### src/inc/pld_defines.vh
// Constants for the power-loss controlled deceleration controller.
// Assumes settings arrive as static binary words in the units noted below.
`ifndef PLD_DEFINES_VH
`define PLD_DEFINES_VH

// Enable setting codes
`define PLD_EN_DISABLE   2'h0
`define PLD_EN_ENABLE    2'h1

// Widths: voltage 0.1 V units, frequency 0.01 Hz units, time 0.01 s units
`define PLD_VW           14
`define PLD_FW           16
`define PLD_TW           19

// Upper limits of the settings and lower limit of the decel time
`define PLD_VOLT_MAX     14'h2710
`define PLD_DROP_MAX     16'h03e8
`define PLD_TIME_MIN     19'h00001
`define PLD_TIME_MAX     19'h57e40

// Time base of the deceleration time setting
`define PLD_CLK_MHZ      200
`define PLD_TICK_US      10000
`define PLD_TICK_CYC     (`PLD_TICK_US * `PLD_CLK_MHZ)

// Controller states
`define PLD_ST_IDLE      3'h0
`define PLD_ST_RUN       3'h1
`define PLD_ST_STEP      3'h2
`define PLD_ST_RAMP      3'h3
`define PLD_ST_HOLD      3'h4
`define PLD_ST_TRIP      3'h5
`define PLD_ST_COAST     3'h6

// Synchronised pin vector layout
`define PLD_PIN_N        6
`define PLD_PIN_RUN      0
`define PLD_PIN_ARST     1
`define PLD_PIN_STOP     2
`define PLD_PIN_PWR      3
`define PLD_PIN_TRIP     4
`define PLD_PIN_UV       5

`endif

### src/logic/pld_ctrl.v
// Power-loss controlled deceleration and run/trip sequencing for a motor drive.
// Assumes bus voltage and settings come from logic on i_clk; discrete
// commands and power status come from pins and are synchronised here.
`include "pld_defines.vh"

module pld_ctrl #(
    parameter [31:0] TICK_CYC = `PLD_TICK_CYC
) (
    input  wire                 i_clk,                    // 200 MHz clock
    input  wire                 i_resetn,                 // Async reset, active low
    input  wire [1:0]           i_pl_decel_enable,        // Feature enable code
    input  wire [`PLD_VW-1:0]   i_bus_trigger_level,      // Trigger level, 0.1 V
    input  wire [`PLD_VW-1:0]   i_bus_overvolt_threshold, // Pause threshold, 0.1 V
    input  wire [`PLD_TW-1:0]   i_pl_decel_time,          // Decel time, 0.01 s
    input  wire [`PLD_FW-1:0]   i_pl_initial_freq_drop,   // Initial drop, 0.01 Hz
    input  wire [`PLD_FW-1:0]   i_max_freq,               // Ramp span, 0.01 Hz
    input  wire [`PLD_FW-1:0]   i_freq_target,            // Normal speed, 0.01 Hz
    input  wire [`PLD_VW-1:0]   i_bus_voltage,            // Measured bus, 0.1 V
    input  wire                 i_stop_key_enable,        // Stop key function on
    input  wire                 i_retry_mode,             // Auto restart after trip
    input  wire                 i_run_cmd,                // Run command pin
    input  wire                 i_alarm_reset,            // Alarm reset pin
    input  wire                 i_stop_key,               // Stop key pin
    input  wire                 i_input_power_ok,         // Mains present pin
    input  wire                 i_trip,                   // Fault trip pin
    input  wire                 i_undervolt,              // Bus under-voltage pin
    output reg  [`PLD_FW-1:0]   o_freq_cmd,               // Frequency to modulator
    output wire                 o_output_on,              // Modulator gates enabled
    output wire                 o_pl_decel_active,        // Power-loss decel running
    output wire                 o_pl_hold,                // Decel paused by bus
    output reg                  o_trip_alarm,             // Trip alarm latched
    output wire [2:0]           o_state                   // Controller state
);

    // Pin synchronisers: a change counts once stages two and three agree
    wire [`PLD_PIN_N-1:0] pins_raw = {i_undervolt, i_trip, i_input_power_ok,
                                      i_stop_key, i_alarm_reset, i_run_cmd};
    reg  [`PLD_PIN_N-1:0] pin_s1;
    reg  [`PLD_PIN_N-1:0] pin_s2;
    reg  [`PLD_PIN_N-1:0] pin_s3;
    reg  [`PLD_PIN_N-1:0] pin_q;
    reg  [`PLD_PIN_N-1:0] pin_qd;

    genvar g;
    generate
        for (g = 0; g < `PLD_PIN_N; g = g + 1) begin : g_sync
            always @(posedge i_clk or negedge i_resetn) begin
                if (!i_resetn) begin
                    pin_s1[g] <= 1'b0;
                    pin_s2[g] <= 1'b0;
                    pin_s3[g] <= 1'b0;
                    pin_q[g]  <= 1'b0;
                    pin_qd[g] <= 1'b0;
                end else begin
                    pin_s1[g] <= pins_raw[g];
                    pin_s2[g] <= pin_s1[g];
                    pin_s3[g] <= pin_s2[g];
                    if (pin_s2[g] == pin_s3[g]) begin
                        pin_q[g] <= pin_s3[g];
                    end
                    pin_qd[g] <= pin_q[g];
                end
            end
        end
    endgenerate

    wire run_cmd   = pin_q[`PLD_PIN_RUN];
    wire arst_rise = pin_q[`PLD_PIN_ARST] & ~pin_qd[`PLD_PIN_ARST];
    wire stop_rise = pin_q[`PLD_PIN_STOP] & ~pin_qd[`PLD_PIN_STOP];
    wire power_ok  = pin_q[`PLD_PIN_PWR];
    wire trip_in   = pin_q[`PLD_PIN_TRIP];
    wire uv_in     = pin_q[`PLD_PIN_UV];

    // Settings decode; code 00 and any undefined code mean off
    wire feat_on   = (i_pl_decel_enable == `PLD_EN_ENABLE);
    wire at_trig   = (i_bus_voltage <= i_bus_trigger_level);
    wire over_volt = (i_bus_voltage > i_bus_overvolt_threshold);
    wire stop_ok   = stop_rise & i_stop_key_enable;
    wire [`PLD_TW-1:0] time_eff = (i_pl_decel_time < `PLD_TIME_MIN) ?
                                  `PLD_TIME_MIN : i_pl_decel_time;

    // State codes shared with the checker through the defines header
    localparam [2:0] ST_IDLE  = `PLD_ST_IDLE;
    localparam [2:0] ST_RUN   = `PLD_ST_RUN;
    localparam [2:0] ST_STEP  = `PLD_ST_STEP;
    localparam [2:0] ST_RAMP  = `PLD_ST_RAMP;
    localparam [2:0] ST_HOLD  = `PLD_ST_HOLD;
    localparam [2:0] ST_TRIP  = `PLD_ST_TRIP;
    localparam [2:0] ST_COAST = `PLD_ST_COAST;

    reg  [2:0]          state;
    reg  [2:0]          next_state;
    reg  [31:0]         tick_cnt;
    reg  [31:0]         acc;
    reg                 stop_latch;

    wire tick      = (tick_cnt == TICK_CYC - 32'h1);
    wire in_decel  = (state == ST_STEP) || (state == ST_RAMP) ||
                     (state == ST_HOLD);

    // Stop key holds the drive stopped until the run command is released
    wire run_allow = run_cmd & ~stop_latch;

    // Trip outranks all in run, under-voltage in ramp and pause; mains return is ignored in decel
    always @* begin
        next_state = state;
        case (state)
            ST_IDLE: begin
                if (run_allow) begin
                    next_state = ST_RUN;
                end
            end
            ST_RUN: begin
                if (trip_in) begin
                    next_state = ST_TRIP;
                end else if (feat_on && at_trig) begin
                    next_state = ST_STEP;
                end else if (!feat_on && !power_ok) begin
                    next_state = ST_COAST;
                end else if (!run_allow || stop_ok) begin
                    next_state = ST_IDLE;
                end
            end
            ST_STEP: begin
                next_state = ST_RAMP;
            end
            ST_RAMP: begin
                if (uv_in) begin
                    next_state = ST_TRIP;
                end else if (o_freq_cmd == {`PLD_FW{1'b0}}) begin
                    next_state = ST_IDLE;
                end else if (over_volt) begin
                    next_state = ST_HOLD;
                end
            end
            ST_HOLD: begin
                if (uv_in) begin
                    next_state = ST_TRIP;
                end else if (!over_volt) begin
                    next_state = ST_RAMP;
                end
            end
            ST_TRIP: begin
                if (arst_rise) begin
                    next_state = run_allow ? ST_RUN : ST_IDLE;
                end else if (stop_ok) begin
                    next_state = ST_IDLE;
                end else if (i_retry_mode && !trip_in && !uv_in) begin
                    next_state = ST_RUN;
                end
            end
            ST_COAST: begin
                if (power_ok) begin
                    next_state = run_allow ? ST_RUN : ST_IDLE;
                end
            end
            default: begin
                next_state = ST_IDLE;
            end
        endcase
    end

    always @(posedge i_clk or negedge i_resetn) begin
        if (!i_resetn) begin
            state        <= ST_IDLE;
            o_freq_cmd   <= {`PLD_FW{1'b0}};
            o_trip_alarm <= 1'b0;
            stop_latch   <= 1'b0;
            tick_cnt     <= 32'h0;
            acc          <= 32'h0;
        end else begin
            state <= next_state;

            // Stop key is ignored entirely while its function is off
            if (stop_ok) begin
                stop_latch <= 1'b1;
            end else if (!run_cmd) begin
                stop_latch <= 1'b0;
            end

            // Alarm is set on the edge into trip and held until the edge that leaves trip
            if (next_state == ST_TRIP) begin
                o_trip_alarm <= 1'b1;
            end else if (state == ST_TRIP) begin
                o_trip_alarm <= 1'b0;
            end

            // Counter idles outside decel so every decel starts on a whole tick at the step
            tick_cnt <= (tick || !in_decel) ? 32'h0 : tick_cnt + 32'h1;

            case (state)
                ST_RUN: begin
                    o_freq_cmd <= (next_state == ST_RUN) ? i_freq_target : o_freq_cmd;
                    acc        <= 32'h0;
                end
                ST_STEP: begin
                    // Saturate at zero rather than wrap on a large drop
                    o_freq_cmd <= (o_freq_cmd > i_pl_initial_freq_drop) ?
                                  o_freq_cmd - i_pl_initial_freq_drop :
                                  {`PLD_FW{1'b0}};
                end
                ST_RAMP: begin
                    // Span over time: add span per tick, spend time per step
                    if (tick) begin
                        acc <= acc + {16'h0, i_max_freq};
                    end else if (acc >= {13'h0, time_eff} &&
                                 o_freq_cmd != {`PLD_FW{1'b0}}) begin
                        acc        <= acc - {13'h0, time_eff};
                        o_freq_cmd <= o_freq_cmd - {{(`PLD_FW-1){1'b0}}, 1'b1};
                    end
                end
                ST_HOLD: begin
                    // Ticks seen in a pause are dropped, not owed later
                    o_freq_cmd <= o_freq_cmd;
                end
                default: begin
                    o_freq_cmd <= {`PLD_FW{1'b0}};
                    acc        <= 32'h0;
                end
            endcase
        end
    end

    // Output stays on through the whole power-loss ramp, mains or not
    assign o_output_on       = (state == ST_RUN) || in_decel;
    assign o_pl_decel_active = in_decel;
    assign o_pl_hold         = (state == ST_HOLD);
    assign o_state           = state;

endmodule

### config.mk
export PLATFORM = sky130hd
export DESIGN_NAME = pld_ctrl
export DESIGN_NICKNAME = d
export VERILOG_FILES = /design/src/logic/pld_ctrl.v
export VERILOG_INCLUDE_DIRS = /design/src /design/src/inc
export SDC_FILE = /design/constraint.sdc
export NUM_CORES = 1
export LEC_CHECK = 0
export CAP_MARGIN = 20
export CELL_PAD_IN_SITES_DETAIL_PLACEMENT = 1
export CELL_PAD_IN_SITES_GLOBAL_PLACEMENT = 1
export CORE_UTILIZATION = 44
export DETAILED_ROUTE_END_ITERATION = 12
export DONT_BUFFER_PORTS = 1
export HOLD_SLACK_MARGIN = 0.12
export PLACE_DENSITY_LB_ADDON = 0.1
export SLEW_MARGIN = 20
export SYNTH_ARGS = -nofsm -noshare
export SYNTH_HDL_FRONTEND = slang
export SYNTH_SLANG_ARGS = --single-unit
### constraint.sdc
create_clock -name i_clk -period 3.2 [get_ports i_clk]
set_input_delay 0.32 -clock i_clk [delete_from_list [all_inputs] [get_ports i_clk]]
set_output_delay 0.32 -clock i_clk [all_outputs]
set_load 0.02 [all_outputs]
---- Yosys cells after proc, flatten, opt, wreduce, memory -nomap -nowiden ----
Index checks and enable logic that the tools add are counted.
operators by class
  mux-type cells .......................... 30
  reductions and logical operators ........ 23
  $add $sub $neg .......................... 5
  bitwise logic cells ..................... 9
  equality and inequality tests ........... 21
  magnitude comparators ................... 5
operators with widths
  operator                                              count
  2-to-1 mux 32 bit                                     3
  2-to-1 mux 16 bit                                     4
  case mux 16 bit (4 select lines)                      1
  case mux 32 bit (2 select lines)                      1
  2-to-1 mux 3 bit                                      14
  adder 32 x 1 -> 32 bit (second input constant)        1
  adder 32 x 16 -> 32 bit                               1
  == test 32 x 21 -> 1 bit (second input constant)      1
  >= comparator 32 x 19 -> 1 bit                        1
  subtractor 32 x 19 -> 32 bit                          1
  case mux 3 bit (7 select lines)                       1
  < comparator 19 x 1 -> 1 bit (second input constant)  1
  2-to-1 mux 19 bit                                     1
  greater-than comparator 16 bit                        1
  logical NOT 16 bit                                    1
  nonzero test 16 bit                                   1
  subtractor 16 x 1 -> 16 bit (second input constant)   1
  subtractor 16 bit                                     1
  greater-than comparator 14 bit                        1
  less-or-equal comparator 14 bit                       1
  == test 3 bit (second input constant)                 4
  == test 1 bit                                         6
  == test 3 x 1 -> 1 bit (second input constant)        2
  == test 3 x 2 -> 1 bit (second input constant)        2
  other kinds (15)                                      41
word-level totals
  output and inout bits ................... 23
  logic and storage cells ................. 125
  input bits .............................. 121
  register bits after elaboration ......... 111

---- Logic depth before layout (Yosys ltp) ----
Gate-level depths: netlist of run 1.
  depth in word-level cells ............... 12
  gate-level depth with buffers ........... 16
  mapped depth without buffers ............ 14

---- Least setup slack after synthesis of run 1 ----
No wires, ideal clock.
  path type ............................... in2reg
  start point ............................. input port i_pl_decel_time[7]
  end point ............................... register o_freq_cmd[10]
  path buffers ............................ 1
  required time ........................... 3.075 ns
  library setup time ...................... 0.125 ns
  stages on the path ...................... 15
  slack ................................... -0.207 ns
  arrival time ............................ 3.282 ns
  cells stage by stage .................... nor4_1 -> nand4_1 -> o41ai_1 -> ha_1 -> inv_1 -> fa_1 -> nand3_1 -> a21o_1 -> a211oi_1 -> o21ai_0 -> and3_1 -> nor3_1 -> nor2_4 -> buf_8 -> mux2_4
on the way
  cells in the longest elaborated chain, start to end .. 6
RTL lines
  element                                       RTL line        source
  start, declared                               pld_ctrl.v:14   input wire [`PLD_TW-1:0] i_pl_decel_time,
  < comparator 19 x 1 -> 1 bit (no line)        --
  2-to-1 mux 19 bit (*)                         pld_ctrl.v:79   wire [`PLD_TW-1:0] time_eff = (i_pl_decel_time < `PLD_TIME_MIN) ?
  >= comparator 32 x 19 -> 1 bit (*)            pld_ctrl.v:206  end else if (acc >= {13'h0, time_eff} &&
  logical AND 1 bit (*)                         pld_ctrl.v:206
  inequality test 2 x 1 -> 1 bit (no line) (*)  --
  AND reduction 4 bit (no line) (*)             --
  end signal, assigned                          pld_ctrl.v:209  o_freq_cmd <= o_freq_cmd - {{(`PLD_FW-1){1'b0}}, 1'b1};
  end signal, assigned                          pld_ctrl.v:214  o_freq_cmd <= o_freq_cmd;
  end signal, assigned                          pld_ctrl.v:217  o_freq_cmd <= {`PLD_FW{1'b0}};
  end, declared                                 pld_ctrl.v:27   output reg [`PLD_FW-1:0] o_freq_cmd,
Every way passes the cells marked *; elsewhere a longest branch is shown, timed or not.
A chain may end at the register's enable or synchronous reset.

---- Worst setup path in the final report of run 1 ----
  start point ............................. input port i_pl_decel_time[7]
  end point ............................... register o_freq_cmd[0]
The elaborated chain is that of the path after synthesis.

==> metrics.yaml, run 1 <==
ant_nets: 0
peakVddDrop_v: 0.000326
powerDensity_nw_per_um2: 702
synth_seq_cells: 111
vias_per_cell: 5.80
crit_type: "input pin to flip-flop"
initial_core_util: 0.456
routed_wirelength_um: 28100
max_freq_ghz: 0.326
crit_path_start: "i_pl_decel_time[7]"
period_share: 0.959
dieArea_sq_um: 21800
setup_slack_ps: 132
syn_area_per_cell_sq_um: 8.42
grt-ovfl-total: 0
path_max_fanout: 10
cap_violations: 0
worstHoldStart: "i_freq_target[0]"
syn_to_final_growth_pct: 15.5
fp.dieH_um: 148
grt_pass1_wl_um: 45400
critPathRequiredTime_ps: 3460
cts_made_buffers: 9
grt_pass1_vias: 8903
layout.nets: 1383
clock-root-buffer: "clkbuf_16"
r2r-start: "tick_cnt[16]"
async_flop_share: 1.00
yosys_warnings: 0
final_cell_mix: "dfrtp_1, nor2_1, nand2_1, inv_1, buf_4"
die_w_um: 148
status: "completed"
rsz0062_at_grt: "true"
hold_viol: 0
leakagePower_nw: 5.00
portBuffers: 0
tightest_slew_ps: 720
drt_iter0_markers: 264
synth_area_sq_um: 9350
insertion_delay_ps: 370
cts.clk_slew.worst_paths_ps: 80
fp.coreArea_sq_um: 20500
wl_per_cell_um: 19.4
cts_tree: "yes"
period_needed_ps: 3070
synth_flop_cell: "dfrtp_1"
yosysSeqAreaShare: 0.297
layout_commonest_cell: "dfrtp_1"
crit_path_end_kind: "flip-flop"
place_congestion: 0.856
worstPathArrival_ps: 3330
first_pass_iters: 4
cts.sinks: 111
synth.distinct_cells: 82
rows: 52
fin_skew_ps: 9.74
io_pins: 144
fillers: 2477
htree_levels: 3
grt.total_usage: 0.264
hp-class: "input pin to flip-flop"
worst_hold_slack_ps: 206
post-route-util: 0.527
num_vias: 8426
clock_path_buffers: 2
drc: 0
synthCells: 1110
antenna_found_initial: 0
grt_max_degree: 112
synth_edf_count: 0
antenna_cells: 0
worst_setup_path_start_kind: "input pin"
hpwl_um: 21600
dp_slack_ps: -355
slew_viol_final: 0
synth_nets: 1315
final_layout_size_suffix_gt1_frac: 0.136
max-slew-margin-rel: 0.520
setup_viol: 0
-- critical path, cell delays in order --
cell	delay [ps]
nor4_4	240
buf_4	170
nand4_1	160
o41ai_2	340
ha_2	240
inv_2	40
fa_2	340
nand3_2	80
a21o_1	150
a211oi_2	90
o21ai_2	190
and3_4	230
nor3_2	60
nor2_4	180
buf_12	150
mux2_2	330
-- registers in the layout, summed over array words and instances, names as in the netlist, 2 cells and up --
name and flops:
pin_s2 6, o_state 3, pin_s3 6, pin_s1 6, tick_cnt 32, acc 32, o_freq_cmd 16, pin_q 2
pin_qd 2
-- cell families (layout without fill, tap and decap cells) --
family / count (synthesis) / in the layout / synth area share
adders and majority gates: 90 / 90 / 0.121
muxes: 28 / 28 / 0.0351
and+or+nand+nor: 389 / 389 / 0.215
xor gates and xnor gates: 80 / 80 / 0.0750
AOI/OAI and AO/OA: 285 / 285 / 0.202
DFF: 111 / 111 / 0.297
buffers and inverters: 127 / 200 / 0.0540
-- metal layers --
layer / up-vias / GRT usage / routed length (um)
met5: - / 0 / 0
met4: 0 / 0.0747 / 616
met3: 35 / 0.0435 / 1120
met2: 149 / 0.460 / 13600
met1: 4123 / 0.335 / 12800
li1: 4119 / - / -
-- cell usage after synthesis, drive strengths merged (6+ instances only) --
library cell,n,area share
a211oi,19,0.016
o21bai,6,0.0048
or4,7,0.0060
mux2i,14,0.015
o22ai,12,0.0080
and2,9,0.0060
a211o,7,0.0066
a21boi,6,0.0048
and3,14,0.0094
nand3,38,0.021
or2,6,0.0040
dfrtp,111,0.30
mux2,14,0.020
nand4,21,0.014
buf,7,0.0058
nor2b,12,0.0080
a2111oi,6,0.0056
a21o,23,0.018
o21a,9,0.0072
clkbuf,28,0.011
xor2,40,0.037
o211ai,6,0.0048
nand2,94,0.038
o21ai,68,0.036
nor3,21,0.012
inv,92,0.037
ha,81,0.11
nand2b,22,0.015
o31ai,8,0.0064
maj3,6,0.0064
nor2,100,0.041
nand3b,6,0.0052
a21oi,68,0.037
nor4,18,0.014
xnor2,40,0.037
-- power breakdown --
part	total (mW)	internal [mW]	switching, mW
sequential	1.86	1.61	0.255
clock	1.30	0.718	0.582
combinational	4.41	1.93	2.48
total	7.58	4.26	3.32
-- metrics by stage --
step | cells | total power, mW | cell area, sq um | setup TNS [ps]
2_1_floorplan | 1110 | 4.84 | 9360 | 0
3_3_place_gp | 1423 | 5.97 | 10200 | -7380
3_5_place_dp | 1423 | 6.07 | 10200 | -11610
4_1_cts | 1447 | 7.45 | 10600 | 0
5_1_grt | 1453 | 8.11 | 10800 | -143
6_report | 1453 | 7.58 | 10800 | 0
-- final timing paths --
path | end | slack (ps) | depth (start not counted)
setup / recovery | o_freq_cmd[0] | 130 | 16
hold / removal | o_freq_cmd[0] | 210 | 3
setup reg to reg | acc[19] | 160 | 8
hold reg to reg | pin_s2[2] | 350 | 0
max in group asynchronous | acc[26] | 2070 | 2
min in group asynchronous | acc[5] | 490 | 2
-- final cells by class --
type	count	area (sq um)	area share
repair buffers	92	757	0.0701
inverters	92	345	0.0320
clock inverters	5	87.6	0.00811
flip-flops and latches	111	2780	0.257
clock buffers	11	243	0.0225
multi-input cells	872	6250	0.579
well taps	270	338	0.0313
-- what timing repair did --
action | 4_1_cts | 5_1_grt
setup buffers | 0 | 6
endpoints found under the setup margin | 5 | 44
endpoints found under the hold margin | 117 | 0
hold buffers | 8 | 0
pin swaps | 0 | 10
resized for setup | 3 | 29
No activity file was read; power rests on OpenSTA's default activity.
==> run 2, diff against run 1 <==
CORE_UTILIZATION = 40   (was 44)
PLACE_DENSITY = 0.78   (was default)
PLACE_DENSITY_LB_ADDON = default   (was 0.1)
==> metrics.yaml, run 2 (synthesis gave the netlist of run 1 again) <==
worstHoldStart: "i_freq_target[0]"
ant_nets: 0
powerDensity_nw_per_um2: 698
insertion_delay_ps: 370
rsz0062_at_grt: "false"
crit_type: "flip-flop to flip-flop"
worstHoldPathCells: 3
peakVddDrop_v: 0.000344
min_to: "o_freq_cmd[0]"
setup_slack_ps: 86.0
p_seq_frac: 0.253
reg2reg_to: "o_freq_cmd[3]"
power_mw: 7.45
worst_hold_slack_ps: 214
fillers: 2725
period_needed_ps: 3110
antenna_found_initial: 0
path_max_fanout: 16
worstPathArrival_ps: 3370
slew_viol_final: 0
fp.dieH_um: 155
first_pass_iters: 4
dp_slack_ps: -335
cts.clk_slew.worst_paths_ps: 90
tightest_slew_ps: 658
cts.sinks: 111
layout_commonest_cell: "dfrtp_1"
top_regs: "acc: 32 flops, tick_cnt: 32 flops, o_freq_cmd: 16 flops"
worst_setup_path_start_kind: "flip-flop"
crit_path_end_kind: "flip-flop"
fin_skew_ps: 18.0
leakagePower_nw: 4.96
wl_per_cell_um: 19.7
io_pins: 144
rows: 55
clock-root-buffer: "clkbuf_16"
initial_core_util: 0.410
final_layout_size_suffix_gt1_frac: 0.121
max_freq_ghz: 0.321
p_sw_mw: 3.35
hold_viol: 0
status: "completed"
layout.nets: 1379
drc: 0
cap_violations: 0
power_frac_clock: 0.161
die_w_um: 155
power.internal_mw: 4.10
power_frac_comb: 0.585
dieArea_sq_um: 24000
antenna_cells: 0
cts_made_buffers: 9
fp.coreArea_sq_um: 22800
num_vias: 8733
period_share: 0.973
grt_pass1_vias: 9134
setup_viol: 0
final_cell_mix: "dfrtp_1, nor2_1, nand2_1, inv_1, ha_1"
portBuffers: 0
routed_wirelength_um: 29400
switching_share: 0.450
max-slew-margin-rel: 0.558
worst_r2r_path_depth: 9
clock_path_buffers: 2
hpwl_um: 22500
hp-class: "input pin to flip-flop"
syn_to_final_growth_pct: 14.3
grt_pass1_wl_um: 47300
critPathRequiredTime_ps: 3450
grt-ovfl-total: 0
r2r-start: "o_freq_cmd[9]"
place_congestion: 0.911
grt_max_degree: 112
vias_per_cell: 5.86
rrSetupSlack_ps: 90
drt_iter0_markers: 342
grt.total_usage: 0.248
cts_tree: "yes"
htree_levels: 3
run 2: changes by cell type in the layout (fill, tap and decap cells not counted), sizes merged:
cell	before	now
bufinv	2	1
buf	85	81
clkinvlp	1	0
clkinv	0	1
clkbuf	11	10
inv	94	95
run 2: worst max-delay path by stage:
stage / startpoint / endpoint / cells after the start
floorplan: o_freq_cmd[0] / o_freq_cmd[12] / 12
global placement: i_pl_decel_time[18] / o_freq_cmd[3] / 17
detailed placement: i_pl_decel_time[18] / acc[23] / 14
CTS: acc[15] / acc[3] / 10
global route: i_pl_decel_time[16] / acc[30] / 15
finish: o_freq_cmd[9] / o_freq_cmd[3] / 9
run 2: power by group through the flow:
stage               Clock (mW)  Sequential [mW]  Combinational (mW)
floorplan                    0             1.91                2.93
global placement             0             1.90                4.01
detailed placement           0             1.91                4.14
CTS                       1.21             1.88                4.24
global route              1.26             1.92                4.75
finish                    1.20             1.89                4.36
run 2: through the flow:
step                cell area, sq um  instances  setup TNS [ps]  utilization
floorplan                       9360       1110               0            -
global placement               10200       1463           -3790        0.447
detailed placement             10200       1463          -10460        0.447
CTS                            10600       1488               0        0.465
global route                   10700       1491               0        0.469
finish                         10700       1491               0        0.469
run 2: cell type report:
type	instances	area (sq um)	area share
multi-input cells	872	6150	0.576
flip-flops and latches	111	2780	0.260
repair buffers	88	723	0.0677
clock inverters	5	63.8	0.00598
inverters	92	345	0.0323
clock buffers	10	229	0.0214
well taps	313	392	0.0367
run 2: what timing repair did:
| action | in CTS | in global routing |
|---|---|---|
| resized for setup | 2 | 11 |
| pin swaps | 1 | 3 |
| hold endpoints to repair | 117 | 0 |
| endpoints found under the setup margin | 9 | 36 |
| setup buffers | 2 | 3 |
| hold buffers | 8 | 0 |
run 2: worst max-delay path: stages, from the launching register on:
cell	delay (ps)
dfrtp_1	400
or4_4	590
nor4_4	230
nor4b_4	390
o21ai_1	190
a221oi_4	410
nor4b_4	110
nor2_4	140
buf_12	180
mux2_2	340
run 2: routing by layer:
metal | global-route usage | up-vias | routed length [um]
li1 | - | 4112 | -
met1 | 0.314 | 4372 | 13100
met2 | 0.430 | 198 | 14300
met3 | 0.0409 | 51 | 1250
met4 | 0.0769 | 0 | 788
met5 | 0 | - | 0
